==> src/design/timer_pkg.sv <==
// Constants and carriers for the capture/compare timer.
// Assumes a 32-bit classic Wishbone bus and a 40 MHz clock.
package timer_pkg;
  // ------------------------------------------------------------
  // Register byte offsets
  // ------------------------------------------------------------
  localparam logic [7:0] ADR_CTRL    = 8'h00;
  localparam logic [7:0] ADR_COUNT   = 8'h04;
  localparam logic [7:0] ADR_EDGE    = 8'h08;
  localparam logic [7:0] ADR_FLAGS   = 8'h0c;
  localparam logic [7:0] ADR_IRQ_EN  = 8'h10;
  localparam logic [7:0] ADR_PORT    = 8'h14;
  localparam logic [7:0] ADR_DIR     = 8'h18;
  localparam logic [7:0] ADR_OC1_MSK = 8'h1c;
  localparam logic [7:0] ADR_OC1_DAT = 8'h20;
  localparam logic [7:0] ADR_CMP_ACT = 8'h24;
  localparam logic [7:0] ADR_CAP0    = 8'h28;
  localparam logic [7:0] ADR_SHARED  = 8'h34;
  localparam logic [7:0] ADR_CMP0    = 8'h38;
  // ------------------------------------------------------------
  // Fields and reset values
  // ------------------------------------------------------------
  localparam int CTRL_CAP4 = 2;
  localparam int CTRL_DIR3 = 3;
  localparam int DIR_BIT7  = 7;
  localparam int N_CAP     = 4;
  localparam int N_CMP     = 5;
  localparam int N_FLAG    = 10;
  localparam int FLAG_CMP  = 4;
  localparam int FLAG_OVF  = 9;
  localparam logic [15:0] CMP_RESET = 16'hffff;
  localparam logic [15:0] COUNT_MAX = 16'hffff;
  // ------------------------------------------------------------
  // Encodings
  // ------------------------------------------------------------
  typedef enum logic [1:0] {
    EDGE_OFF  = 2'b00,
    EDGE_RISE = 2'b01,
    EDGE_FALL = 2'b10,
    EDGE_ANY  = 2'b11
  } edge_mode_t;
  typedef enum logic [1:0] {
    ACT_NONE   = 2'b00,
    ACT_TOGGLE = 2'b01,
    ACT_CLEAR  = 2'b10,
    ACT_SET    = 2'b11
  } pin_act_t;
  localparam logic [3:0] PRESC_MASK1  = 4'h0;
  localparam logic [3:0] PRESC_MASK4  = 4'h3;
  localparam logic [3:0] PRESC_MASK8  = 4'h7;
  localparam logic [3:0] PRESC_MASK16 = 4'hf;
  typedef struct packed {
    logic [7:0]  adr;
    logic [31:0] dat;
    logic [3:0]  sel;
    logic        we;
  } bus_req_t;
endpackage

==> src/design/timer_capture.sv <==
// Free-running timer with input capture, output compare and divider taps.
// Assumes a classic Wishbone master and pin levels synchronous to clk_i.
// ------------------------------------------------------------
//
// Chosen here: register access over Wishbone and the register addresses.
`timescale 1ns/1ps
module timer_capture
  import timer_pkg::*;
#(
  parameter int PACC_LOG2 = 6,
  parameter int PINT_LOG2 = 13,
  parameter int WDOG_LOG2 = 15
) (
  input  wire logic              clk_i,
  input  wire logic              nrst_i,
  input  wire logic              wb_cyc_i,
  input  wire logic              wb_stb_i,
  input  wire logic              wb_we_i,
  input  wire logic [7:0]        wb_adr_i,
  input  wire logic [31:0]       wb_dat_i,
  input  wire logic [3:0]        wb_sel_i,
  output logic      [31:0]       wb_dat_o,
  output logic                   wb_ack_o,
  input  wire logic [7:0]        pin_i,
  output logic      [7:3]        pin_o,
  output logic      [7:3]        pin_oe_o,
  output logic      [N_FLAG-1:0] irq_o,
  output logic                   pacc_tick_o,
  output logic                   pint_tick_o,
  output logic                   wdog_tick_o
);
  // ------------------------------------------------------------
  // Bus slave
  // ------------------------------------------------------------
  bus_req_t    req;
  logic        wr_ack;
  logic        rd_ack;
  logic [31:0] rd_data;
  assign req.adr = wb_adr_i;
  assign req.dat = wb_dat_i;
  assign req.sel = wb_sel_i;
  assign req.we  = wb_we_i;
  // Writes land on the edge the master samples ack
  assign wr_ack = wb_cyc_i & wb_stb_i & req.we & wb_ack_o;
  assign rd_ack = wb_cyc_i & wb_stb_i & ~req.we & wb_ack_o;

  function automatic logic [31:0] merge(input logic [31:0] old, input logic [31:0] d,
                                        input logic [3:0] sel);
    logic [31:0] r;
    r = old;
    for (int b = 0; b < 4; b++) begin
      if (sel[b]) begin
        r[b*8 +: 8] = d[b*8 +: 8];
      end
    end
    return r;
  endfunction

  always_ff @(posedge clk_i) begin
    if (!nrst_i) begin
      wb_ack_o <= 1'b0;
      wb_dat_o <= 32'h0000_0000;
    end else begin
      wb_ack_o <= wb_cyc_i & wb_stb_i & ~wb_ack_o;
      if (wb_cyc_i & wb_stb_i & ~wb_ack_o) begin
        wb_dat_o <= rd_data;
      end
    end
  end
  // ------------------------------------------------------------
  // Control registers
  // ------------------------------------------------------------
  logic [3:0]        ctrl_reg;
  logic [7:0]        edge_reg;
  logic [N_FLAG-1:0] irq_en_reg;
  logic [7:0]        port_data_reg;
  logic              dir7_reg;
  logic [7:3]        oc1_mask_reg;
  logic [7:3]        oc1_data_reg;
  logic [7:0]        cmp_act_reg;
  logic [31:0]       wmerge;
  logic              cap4_cmp5_select;
  logic              pin3_direction;
  logic [1:0]        prescale_select;
  assign cap4_cmp5_select = ctrl_reg[CTRL_CAP4];
  assign pin3_direction   = ctrl_reg[CTRL_DIR3];
  assign prescale_select  = ctrl_reg[1:0];
  assign wmerge           = merge(32'h0000_0000, req.dat, req.sel);

  always_ff @(posedge clk_i) begin
    if (!nrst_i) begin
      ctrl_reg      <= 4'h0;
      edge_reg      <= 8'h00;
      irq_en_reg    <= '0;
      port_data_reg <= 8'h00;
      dir7_reg      <= 1'b0;
      oc1_mask_reg  <= 5'h00;
      oc1_data_reg  <= 5'h00;
      cmp_act_reg   <= 8'h00;
    end else if (wr_ack) begin
      case (req.adr)
        ADR_CTRL:    ctrl_reg <= 4'(merge({28'h0, ctrl_reg}, req.dat, req.sel));
        ADR_EDGE:    edge_reg <= 8'(merge({24'h0, edge_reg}, req.dat, req.sel));
        ADR_IRQ_EN:  irq_en_reg <= N_FLAG'(merge({22'h0, irq_en_reg}, req.dat, req.sel));
        ADR_PORT:    port_data_reg <= 8'(merge({24'h0, port_data_reg}, req.dat, req.sel));
        ADR_DIR:     dir7_reg <= req.sel[0] ? req.dat[DIR_BIT7] : dir7_reg;
        ADR_OC1_MSK: oc1_mask_reg <= req.sel[0] ? req.dat[7:3] : oc1_mask_reg;
        ADR_OC1_DAT: oc1_data_reg <= req.sel[0] ? req.dat[7:3] : oc1_data_reg;
        ADR_CMP_ACT: cmp_act_reg <= 8'(merge({24'h0, cmp_act_reg}, req.dat, req.sel));
        default: begin
        end
      endcase
    end
  end
  // ------------------------------------------------------------
  // Prescaler, counter and divider chain
  // ------------------------------------------------------------
  logic [3:0]           presc_reg;
  logic [3:0]           presc_mask;
  logic                 tick;
  logic [15:0]          count_reg;
  logic                 step_reg;
  logic [WDOG_LOG2-1:0] chain_reg;

  always_comb begin
    case (prescale_select)
      2'b00:   presc_mask = PRESC_MASK1;
      2'b01:   presc_mask = PRESC_MASK4;
      2'b10:   presc_mask = PRESC_MASK8;
      default: presc_mask = PRESC_MASK16;
    endcase
  end
  assign tick = (presc_reg & presc_mask) == presc_mask;

  always_ff @(posedge clk_i) begin
    if (!nrst_i) begin
      presc_reg <= 4'h0;
    end else begin
      presc_reg <= presc_reg + 4'h1;
    end
  end

  // No bus path writes the counter; only reset and the prescaler tick change it
  always_ff @(posedge clk_i) begin
    if (!nrst_i) begin
      count_reg <= 16'h0000;
      step_reg  <= 1'b0;
    end else begin
      step_reg <= tick;
      if (tick) begin
        count_reg <= count_reg + 16'h0001;
      end
    end
  end

  always_ff @(posedge clk_i) begin
    if (!nrst_i) begin
      chain_reg   <= '0;
      pacc_tick_o <= 1'b0;
      pint_tick_o <= 1'b0;
      wdog_tick_o <= 1'b0;
    end else begin
      chain_reg   <= chain_reg + 1'b1;
      pacc_tick_o <= &chain_reg[PACC_LOG2-1:0];
      pint_tick_o <= &chain_reg[PINT_LOG2-1:0];
      wdog_tick_o <= &chain_reg;
    end
  end
  // ------------------------------------------------------------
  // Input capture
  // ------------------------------------------------------------
  logic [N_CAP-1:0] lvl;
  logic [N_CAP-1:0] sync1_reg;
  logic [N_CAP-1:0] sync2_reg;
  logic [N_CAP-1:0] sync3_reg;
  logic [N_CAP-1:0] hit;
  logic [N_CAP-1:0] latch_now;
  logic [N_CAP-1:0] pend_reg;
  logic [N_CAP-1:0] hold_reg;
  logic [15:0]      cap_reg [0:2];
  logic [15:0]      shared_reg;
  // Pin three loops back its own drive so software edges capture too
  assign lvl = {pin_oe_o[3] ? pin_o[3] : pin_i[3], pin_i[2:0]};

  always_ff @(posedge clk_i) begin
    if (!nrst_i) begin
      sync1_reg <= '0;
      sync2_reg <= '0;
      sync3_reg <= '0;
      pend_reg  <= '0;
      hold_reg  <= '0;
    end else begin
      sync1_reg <= lvl;
      sync2_reg <= sync1_reg;
      sync3_reg <= sync2_reg;
      pend_reg  <= (pend_reg | hit) & hold_reg;
      for (int i = 0; i < N_CAP; i++) begin
        hold_reg[i] <= rd_ack & req.sel[1] & (req.adr == ADR_CAP0 + 8'(4 * i));
      end
    end
  end

  always_comb begin
    for (int i = 0; i < N_CAP; i++) begin
      case (edge_mode_t'(edge_reg[2*i +: 2]))
        EDGE_RISE: hit[i] = sync2_reg[i] & ~sync3_reg[i];
        EDGE_FALL: hit[i] = ~sync2_reg[i] & sync3_reg[i];
        EDGE_ANY:  hit[i] = sync2_reg[i] ^ sync3_reg[i];
        default:   hit[i] = 1'b0;
      endcase
    end
    hit[3] = hit[3] & cap4_cmp5_select;
  end
  assign latch_now = (pend_reg | hit) & ~hold_reg;

  // Latch registers have no reset; the count is stable across the cycle
  for (genvar g = 0; g < 3; g++) begin : g_cap
    always_ff @(posedge clk_i) begin
      if (latch_now[g]) begin
        cap_reg[g] <= count_reg;
      end
    end
  end

  always_ff @(posedge clk_i) begin
    if (!nrst_i) begin
      shared_reg <= CMP_RESET;
    end else if (latch_now[3]) begin
      shared_reg <= count_reg;
    end else if (wr_ack && req.adr == ADR_SHARED && !cap4_cmp5_select) begin
      shared_reg <= 16'(merge({16'h0, shared_reg}, req.dat, req.sel));
    end
  end
  // ------------------------------------------------------------
  // Output compare
  // ------------------------------------------------------------
  logic [15:0]      cmp_reg [0:3];
  logic [15:0]      cmp_val [0:4];
  logic [N_CMP-1:0] match;
  logic [7:3]       oc_level_reg;
  logic [7:3]       owned;
  for (genvar g = 0; g < 4; g++) begin : g_cmp
    always_ff @(posedge clk_i) begin
      if (!nrst_i) begin
        cmp_reg[g] <= CMP_RESET;
      end else if (wr_ack && req.adr == ADR_CMP0 + 8'(4 * g)) begin
        cmp_reg[g] <= 16'(merge({16'h0, cmp_reg[g]}, req.dat, req.sel));
      end
    end
    assign cmp_val[g] = cmp_reg[g];
  end
  assign cmp_val[4] = shared_reg;

  always_comb begin
    for (int j = 0; j < N_CMP; j++) begin
      match[j] = step_reg & (count_reg == cmp_val[j]);
    end
    match[4] = match[4] & ~cap4_cmp5_select;
  end

  // Pins 6..3 follow compares 2..5; action field k-3 serves pin k
  always_comb begin
    owned = oc1_mask_reg;
    for (int k = 4; k < 7; k++) begin
      owned[k] = oc1_mask_reg[k] | (cmp_act_reg[2*(k-3) +: 2] != ACT_NONE);
    end
    owned[3] = ~cap4_cmp5_select & (oc1_mask_reg[3] | (cmp_act_reg[1:0] != ACT_NONE));
  end

  // First compare wins over the per-pin compare on a shared pin
  always_ff @(posedge clk_i) begin
    if (!nrst_i) begin
      oc_level_reg <= 5'h00;
    end else begin
      for (int k = 3; k < 7; k++) begin
        if (match[7-k]) begin
          case (pin_act_t'(cmp_act_reg[2*(k-3) +: 2]))
            ACT_TOGGLE: oc_level_reg[k] <= ~oc_level_reg[k];
            ACT_CLEAR:  oc_level_reg[k] <= 1'b0;
            ACT_SET:    oc_level_reg[k] <= 1'b1;
            default:    oc_level_reg[k] <= oc_level_reg[k];
          endcase
        end
      end
      for (int k = 3; k < 8; k++) begin
        if (match[0] && oc1_mask_reg[k]) begin
          oc_level_reg[k] <= oc1_data_reg[k];
        end
      end
    end
  end

  always_ff @(posedge clk_i) begin
    if (!nrst_i) begin
      pin_o    <= 5'h00;
      pin_oe_o <= 5'h00;
    end else begin
      for (int k = 3; k < 8; k++) begin
        pin_o[k] <= owned[k] ? oc_level_reg[k] : port_data_reg[k];
      end
      pin_oe_o[7]   <= dir7_reg | oc1_mask_reg[7];
      pin_oe_o[6:4] <= 3'b111;
      pin_oe_o[3]   <= pin3_direction | owned[3];
    end
  end
  // ------------------------------------------------------------
  // Flags and interrupt requests
  // ------------------------------------------------------------
  logic [N_FLAG-1:0] flag_reg;
  logic [N_FLAG-1:0] flag_set;
  logic [N_FLAG-1:0] flag_clr;
  assign flag_set = {tick && count_reg == COUNT_MAX, match, latch_now};
  assign flag_clr = (wr_ack && req.adr == ADR_FLAGS) ? wmerge[N_FLAG-1:0] : '0;

  // A set in the clearing cycle survives
  always_ff @(posedge clk_i) begin
    if (!nrst_i) begin
      flag_reg <= '0;
      irq_o    <= '0;
    end else begin
      flag_reg <= (flag_reg & ~flag_clr) | flag_set;
      irq_o    <= flag_reg & irq_en_reg;
    end
  end
  // ------------------------------------------------------------
  // Read mux
  // ------------------------------------------------------------
  always_comb begin
    rd_data = 32'h0000_0000;
    case (req.adr)
      ADR_CTRL:    rd_data[3:0] = ctrl_reg;
      ADR_COUNT:   rd_data[15:0] = count_reg;
      ADR_EDGE:    rd_data[7:0] = edge_reg;
      ADR_FLAGS:   rd_data[N_FLAG-1:0] = flag_reg;
      ADR_IRQ_EN:  rd_data[N_FLAG-1:0] = irq_en_reg;
      ADR_PORT:    rd_data[7:0] = pin_i;
      ADR_DIR:     rd_data[DIR_BIT7] = dir7_reg;
      ADR_OC1_MSK: rd_data[7:3] = oc1_mask_reg;
      ADR_OC1_DAT: rd_data[7:3] = oc1_data_reg;
      ADR_CMP_ACT: rd_data[7:0] = cmp_act_reg;
      ADR_CAP0:    rd_data[15:0] = cap_reg[0];
      8'h2c:       rd_data[15:0] = cap_reg[1];
      8'h30:       rd_data[15:0] = cap_reg[2];
      ADR_SHARED:  rd_data[15:0] = shared_reg;
      8'h38:       rd_data[15:0] = cmp_reg[0];
      8'h3c:       rd_data[15:0] = cmp_reg[1];
      8'h40:       rd_data[15:0] = cmp_reg[2];
      8'h44:       rd_data[15:0] = cmp_reg[3];
      default:     rd_data = 32'h0000_0000;
    endcase
  end
endmodule

==> config.mk <==
export PLATFORM = sky130hd
export DESIGN_NAME = timer_capture
export DESIGN_NICKNAME = d
export VERILOG_FILES = /design/src/design/timer_pkg.sv /design/src/design/timer_capture.sv
export SDC_FILE = /design/constraint.sdc
export NUM_CORES = 1
export LEC_CHECK = 0
export BUFFER_PORTS_ARGS = -buffer_cell sky130_fd_sc_hd__buf_4
export CELL_PAD_IN_SITES_DETAIL_PLACEMENT = 2
export CELL_PAD_IN_SITES_GLOBAL_PLACEMENT = 2
export CORE_MARGIN = 5
export CORE_UTILIZATION = 39
export CTS_CLUSTER_SIZE = 8
export DETAILED_ROUTE_END_ITERATION = 8
export MAX_ROUTING_LAYER = met4
export PLACE_DENSITY = 0.86
export SLEW_MARGIN = 10
export SYNTH_ARGS = -nofsm -noshare
export SYNTH_HDL_FRONTEND = slang
export SYNTH_SLANG_ARGS = --single-unit
==> constraint.sdc <==
create_clock -name clk_i -period 2.8 [get_ports clk_i]
set_input_delay 0.28 -clock clk_i [delete_from_list [all_inputs] [get_ports clk_i]]
set_output_delay 0.28 -clock clk_i [all_outputs]
set_load 0.03 [all_outputs]
; ---- Word level (Yosys, flattened, before mapping)
; Memory sizes are Yosys's and may differ from the RTL's.
; Index checks and enable logic that the tools add are counted.
[totals]
reg_bits = 176
ram_bits = 112
mem_count = 2
[op_classes]
add_sub_neg = 3
n_eq_ne = 50
mux = 84
bitwise_logic = 65
reduce_logical = 49
[memory_table]
columns = name, depth, word_bits, rd, rd_clocked_by_memory_dff, wr, line_no
row1 = cmp_reg, 4, 16, 4, 0, 4, timer_capture.sv:237  ; logic [15:0] cmp_reg [0:3];
row2 = cap_reg, 3, 16, 3, 0, 3, timer_capture.sv:180  ; logic [15:0] cap_reg [0:2];
[op_table]
columns = op, n
row1 = $mux 8, 27
row2 = $mux 16, 6
row3 = $eq 16x16->1, 5
row4 = $eq 8x6->1 const B, 8
row5 = $pmux 6 s9, 1
row6 = $pmux 3 s16, 1
row7 = $pmux 3 s15, 1
row8 = $eq 2x2->1 const B, 17
row9 = $pmux 1 s17, 2
row10 = $mux 1, 33
row11 = $eq 8x5->1 const B, 4
row12 = $and 1x1->1, 27
row13 = $reduce_and 3->1, 9
row14 = $pmux 1 s3, 8
row15 = $pmux 2 s11, 1
row16 = $reduce_bool 2->1, 11
row17 = $and 10x10->10, 2
row18 = $eq 2x1->1 const B, 9
row19 = $add 16x1->16 const B, 1
row20 = $eq 16x16->1 const B, 1
row21 = $eq 8x4->1 const B, 2
row22 = $eq 8x7->1 const B, 2
row23 = $reduce_bool 4->1, 4
row24 = $add 15x1->15 const B, 1
row25 = other kinds (23), 68

; ---- Logic depth before layout (Yosys ltp)
[depth]
ltp_word = 8
mapped_depth = 10

; ---- Least setup slack after synthesis
; OpenSTA, ideal clock, no wires.
[synth_path]
kind = input -> register
startpoint = input wb_adr_i[3]
endpoint = memory cmp_reg[3][0], enable pin
setup_time_ns = 0.384
arrival_time_ns = 2.007
t_required_ns = 2.416
path_slack_ns = 0.409
path_stages = 5
path_buffers = 2
cell_sequence = buf_2 nor4b_2 nand2_1 clkbuf_1 o21ai_0
[synth_rtl]
columns = element, line_no
row1 = "start, declared", timer_capture.sv:19  ; input wire logic [7:0] wb_adr_i,
row2 = "end, declared", timer_capture.sv:237

; ---- Worst setup path in the final report
[layout_path]
startpoint = register count_reg[4]
endpoint = register oc_level_reg[3] (netlist name)
[layout_between]
elab_chain_len = 5
[layout_rtl]
columns = element, line_no
row1 = "start, declared", timer_capture.sv:121  ; logic [15:0] count_reg;
row2 = "start signal, assigned", timer_capture.sv:151  ; count_reg <= count_reg + 16'h0001;
row3 = $eq 16x16->1, timer_capture.sv:256  ; match[j] = step_reg & (count_reg == cmp_val[j]);
row4 = $and 1x1->1, timer_capture.sv:256
row5 = $logic_and 1x1->1 or $and 1x1->1 (tied branches), "timer_capture.sv:286, timer_capture.sv:258"
row6 = $reduce_bool 4->1 (no line) or $reduce_bool 2->1 (tied branches), n/a
row7 = $reduce_and 2->1 (no line), n/a
row8 = "end signal, assigned by index", timer_capture.sv:278  ; ACT_TOGGLE: oc_level_reg[k] <= ~oc_level_reg[k];
row9 = "end signal, assigned by index", timer_capture.sv:281  ; default: oc_level_reg[k] <= oc_level_reg[k];
row10 = "end signal, assigned by index", timer_capture.sv:287  ; oc_level_reg[k] <= oc1_data_reg[k];
row11 = "end, declared", timer_capture.sv:240  ; logic [7:3] oc_level_reg;
; Several ways; a longest one is shown, not always the timed one.
; A chain may end at the register's enable or synchronous reset.

==> metrics.csv <==
stage;metric;value;unit
setup_path;Reg-to-Reg End;oc_level_reg[3]$_SDFFE_PN0P_;
pwr;reported leakage power;6.12;nW
clock_tree;CTS Buf Count;41;
setup_path;required time of the worst setup path;3.23;ns
routing;DR iter-0 viols;1439;
grt;global-route congestion overflow total;0;
synth;library cell with the largest summed area after synthesis;sky130_fd_sc_hd__dfxtp_1;
run;number of maximum-capacitance violations;0;
setup_path;worst endpoint data arrival time;3.00;ns
routing;remaining routing DRC violations;0;
final_layout;synthesis-to-layout area growth;18.8;%
synth;async set or reset register ratio after synthesis;0;%
pwr;power density cells;591;nW/um^2
synth;number of flops mapped to enable cells by yosys;112;
clock_tree;number of clock sinks;283;
final_layout;Final Instance Area;16500;sq um
final_layout;fraction of layout instances using a drive strength above 1;17.7;%
clock_tree;level count of the clock H-tree;2;
grt;met1 usage;38.9;%
timing;final setup vio count;0;
clock_tree;clock insertion delay at the later pin of the skew report;0.55;ns
clock_tree;PostCTS Resize Cnt;0;
pwr;maximum vdd drop;0.376;mV
clock_tree;hold_buf cts;1;
timing;setup repair after global routing missed its margin;no;
grt;largest net degree at the start of global routing;108;
hold_path;launch instance of the worst min-delay path;pin_i[0];
final_layout;flip-flop count of the largest register after layout;64;
timing;shortest period the worst path allows;2.57;ns
floorplan;Core Region;35300;sq um
synth;number of warnings issued by yosys;0;
place;Post-DP HPWL;43.7;mm
grt;layer with the highest usage after global routing;met2;
grt;number of antenna violations at the first check in global routing;7;
pwr;Tot Pwr;9.74;mW
timing;share of the cycle needed by the critical path after routing;91.7;%
floorplan;row count;69;
routing;Total Wirelength;64.9;mm
floorplan;Die X;199;um
grt;met2 routing resource usage after global routing;53.7;%
grt;number of global-route vias before repair;13467;
floorplan;DIE HEIGHT;199;um
place;number of port buffers;78;
setup_path;Setup CP Type;reg -> reg;
timing;Fmax achieved;390;MHz
timing;post-route worst setup slack;0.233;ns
grt;global-route usage over all layers;33.3;%
synth;count of state elements after synthesis;283;
floorplan;initial core utilization;39.3;%
synth;post-synth design cell area;13900;sq um
routing;via density per instance;6.35;
synth;count of distinct cell types in the synthesized netlist;79;
routing;number of nets still failing antenna checks after routing;0;
synth;area share of the leading cell type in the synthesized netlist;24.7;%
timing;worst slew slack as a fraction of its limit;41.5;%
status;result of the run;complete, no violations;
place;pre-CTS setup slack;0.182;ns
hold_path;Worst Hold Depth;2;
place;cell area after placement;15300;sq um
floorplan;number of top-level design ports;113;
setup_path;endpoint type of the worst setup path;register;
synth;most common flop cell mapped by yosys;sky130_fd_sc_hd__dfxtp_1;
setup_path;CP max FO;14;
routing;WL/cell;32.8;um
grt;first-pass GRT wire length;93.5;mm
setup_path;Worst setup SP type;register;
final_layout;final net count;1564;
clock_tree;CTS clock-pin slew for the worst setup and hold paths;0.05;ns
grt;GR Util met3;8.89;%
clock_tree;TritonCTS clock tree;yes;
place;RD Place Congestion;0.960;
setup_path;number of cells traversed by the worst register-to-register path;7;
routing;via count;12551;
hold_path;class of the tightest hold or removal check;in -> reg;
synth;number of instances in the synthesized netlist;1374;
clock_tree;maximum number of buffers from clock root to sink;3;
floorplan;Total Die Area;39500;sq um
timing;measured slew at the worst slew-check pin;0.875;ns
synth;Syn Area/Cell;10.1;sq um
clock_tree;Post-CTS Setup Inserts;0;
setup_path;R2R Path Start;count_reg[4]$_SDFFE_PN0P_;
routing;Pre-antenna DRT Iters;6;
timing;number of pins exceeding their max-slew limit in the final report;0;
synth;fraction of the yosys area taken by sequential cells;48.9;%
setup_path;R2R setup slack;0.23;ns
synth;synth top area cells;sky130_fd_sc_hd__dfxtp_1 (25%), sky130_fd_sc_hd__edfxtp_1 (24%), sky130_fd_sc_hd__mux2i_1 (6.3%);
timing;Post-Route Skew;0.0247;ns
clock_tree;buffer type at the clock tree root;sky130_fd_sc_hd__clkbuf_16;
timing;setup TNS;0;ns
hold_path;Endpoint, Worst Hold;sync1_reg[0]$_SDFF_PN0_;
timing;hold violation total from the final report;0;
## worst max-delay path, stage by stage, from the launching register on
cell,delay [ns]
sky130_fd_sc_hd__dfxtp_1,0.84
sky130_fd_sc_hd__xnor2_1,0.20
sky130_fd_sc_hd__nand4_1,0.19
sky130_fd_sc_hd__nor4b_1,0.50
sky130_fd_sc_hd__buf_4,0.23
sky130_fd_sc_hd__o211ai_1,0.12
sky130_fd_sc_hd__mux2i_1,0.15
sky130_fd_sc_hd__a211oi_1,0.23
## power breakdown
group	switching (mW)	total [mW]	internal [mW]
sequential	0.0391	4.34	4.30
clock	1.92	4.75	2.83
combinational	0.450	0.649	0.198
total	2.41	9.74	7.33
## metrics by stage
step	std cells	hold slack (ns)	utilization, %
CTS	1973	0.00610	46.6
detailed placement	1905	0.430	43.3
global placement	1905	0.412	43.3
floorplan	1389	0.308	-
global route	1978	0.0152	46.7
finish	1978	0.0225	46.7
## synth_stat cells (28+ instances only)
cell type,n
sky130_fd_sc_hd__nand3_1,54
sky130_fd_sc_hd__nand2_1,110
sky130_fd_sc_hd__a21oi_1,49
sky130_fd_sc_hd__xnor2_1,72
sky130_fd_sc_hd__mux2i_1,88
sky130_fd_sc_hd__a22oi_1,29
sky130_fd_sc_hd__dfxtp_1,171
sky130_fd_sc_hd__nor2_1,130
sky130_fd_sc_hd__xor2_1,34
sky130_fd_sc_hd__or3_1,72
sky130_fd_sc_hd__clkbuf_1,59
sky130_fd_sc_hd__edfxtp_1,112
sky130_fd_sc_hd__inv_1,28
sky130_fd_sc_hd__o21ai_0,37
## per-layer routing
layer / up-vias / part of all wire [%]
met1: 6388 / 37
met2: 810 / 47
met3: 230 / 10
li1: 5123 / -
met4: 0 / 5.4
met5: - / 0
## cell families (layout without fill, tap and decap cells)
| group | after synthesis | in the layout | synth area share, % |
|---|---|---|---|
| AND/OR/NAND/NOR | 498 | 498 | 18.2 |
| flip-flops | 283 | 283 | 48.9 |
| AO/OA/AOI/OAI | 203 | 203 | 9.86 |
| buffers and inverters | 143 | 266 | 4.82 |
| multiplexers | 121 | 121 | 9.78 |
| XOR/XNOR | 106 | 106 | 6.69 |
| adder cells (fa/ha/maj) | 19 | 19 | 1.71 |
| other | 1 | 21 | 0.0270 |
## worst max path at each step
stage | startpoint | to | cells past startpoint
2_1_floorplan | wb_adr_i[3] | cmp_reg[3][0]$_SDFFCE_PN1P_ | 5
3_3_place_gp | wb_adr_i[5] | wb_dat_o[3]$_SDFFE_PN0P_ | 9
3_5_place_dp | wb_adr_i[5] | wb_dat_o[3]$_SDFFE_PN0P_ | 9
4_1_cts | count_reg[6]$_SDFFE_PN0P_ | oc_level_reg[4]$_SDFFE_PN0P_ | 6
5_1_grt | count_reg[6]$_SDFFE_PN0P_ | oc_level_reg[4]$_SDFFE_PN0P_ | 6
6_report | count_reg[4]$_SDFFE_PN0P_ | oc_level_reg[3]$_SDFFE_PN0P_ | 7
## cells in the final DEF (no fill, tap or decap), types with 43 or more instances in the layout
cell,instances
sky130_fd_sc_hd__dfxtp_1,171
sky130_fd_sc_hd__buf_4,167
sky130_fd_sc_hd__nor2_1,130
sky130_fd_sc_hd__edfxtp_1,112
sky130_fd_sc_hd__nand2_1,110
sky130_fd_sc_hd__mux2i_1,88
sky130_fd_sc_hd__or3_1,72
sky130_fd_sc_hd__xnor2_1,72
sky130_fd_sc_hd__nand3_1,54
sky130_fd_sc_hd__a21oi_1,49
sky130_fd_sc_hd__clkbuf_16,43
## area by class of cell
| class | count | area [sq um] |
|---|---|---|
| antenna | 5 | 12.5 |
| clock buffer | 66 | 1170 |
| clock inverter | 1 | 8.76 |
| fill | 3686 | 18800 |
| inverter | 28 | 106 |
| multi-input combinational | 963 | 6500 |
| sequential | 283 | 6790 |
| tap | 461 | 577 |
| timing repair buffer | 171 | 1320 |
(Power assumes the default switching activity.)
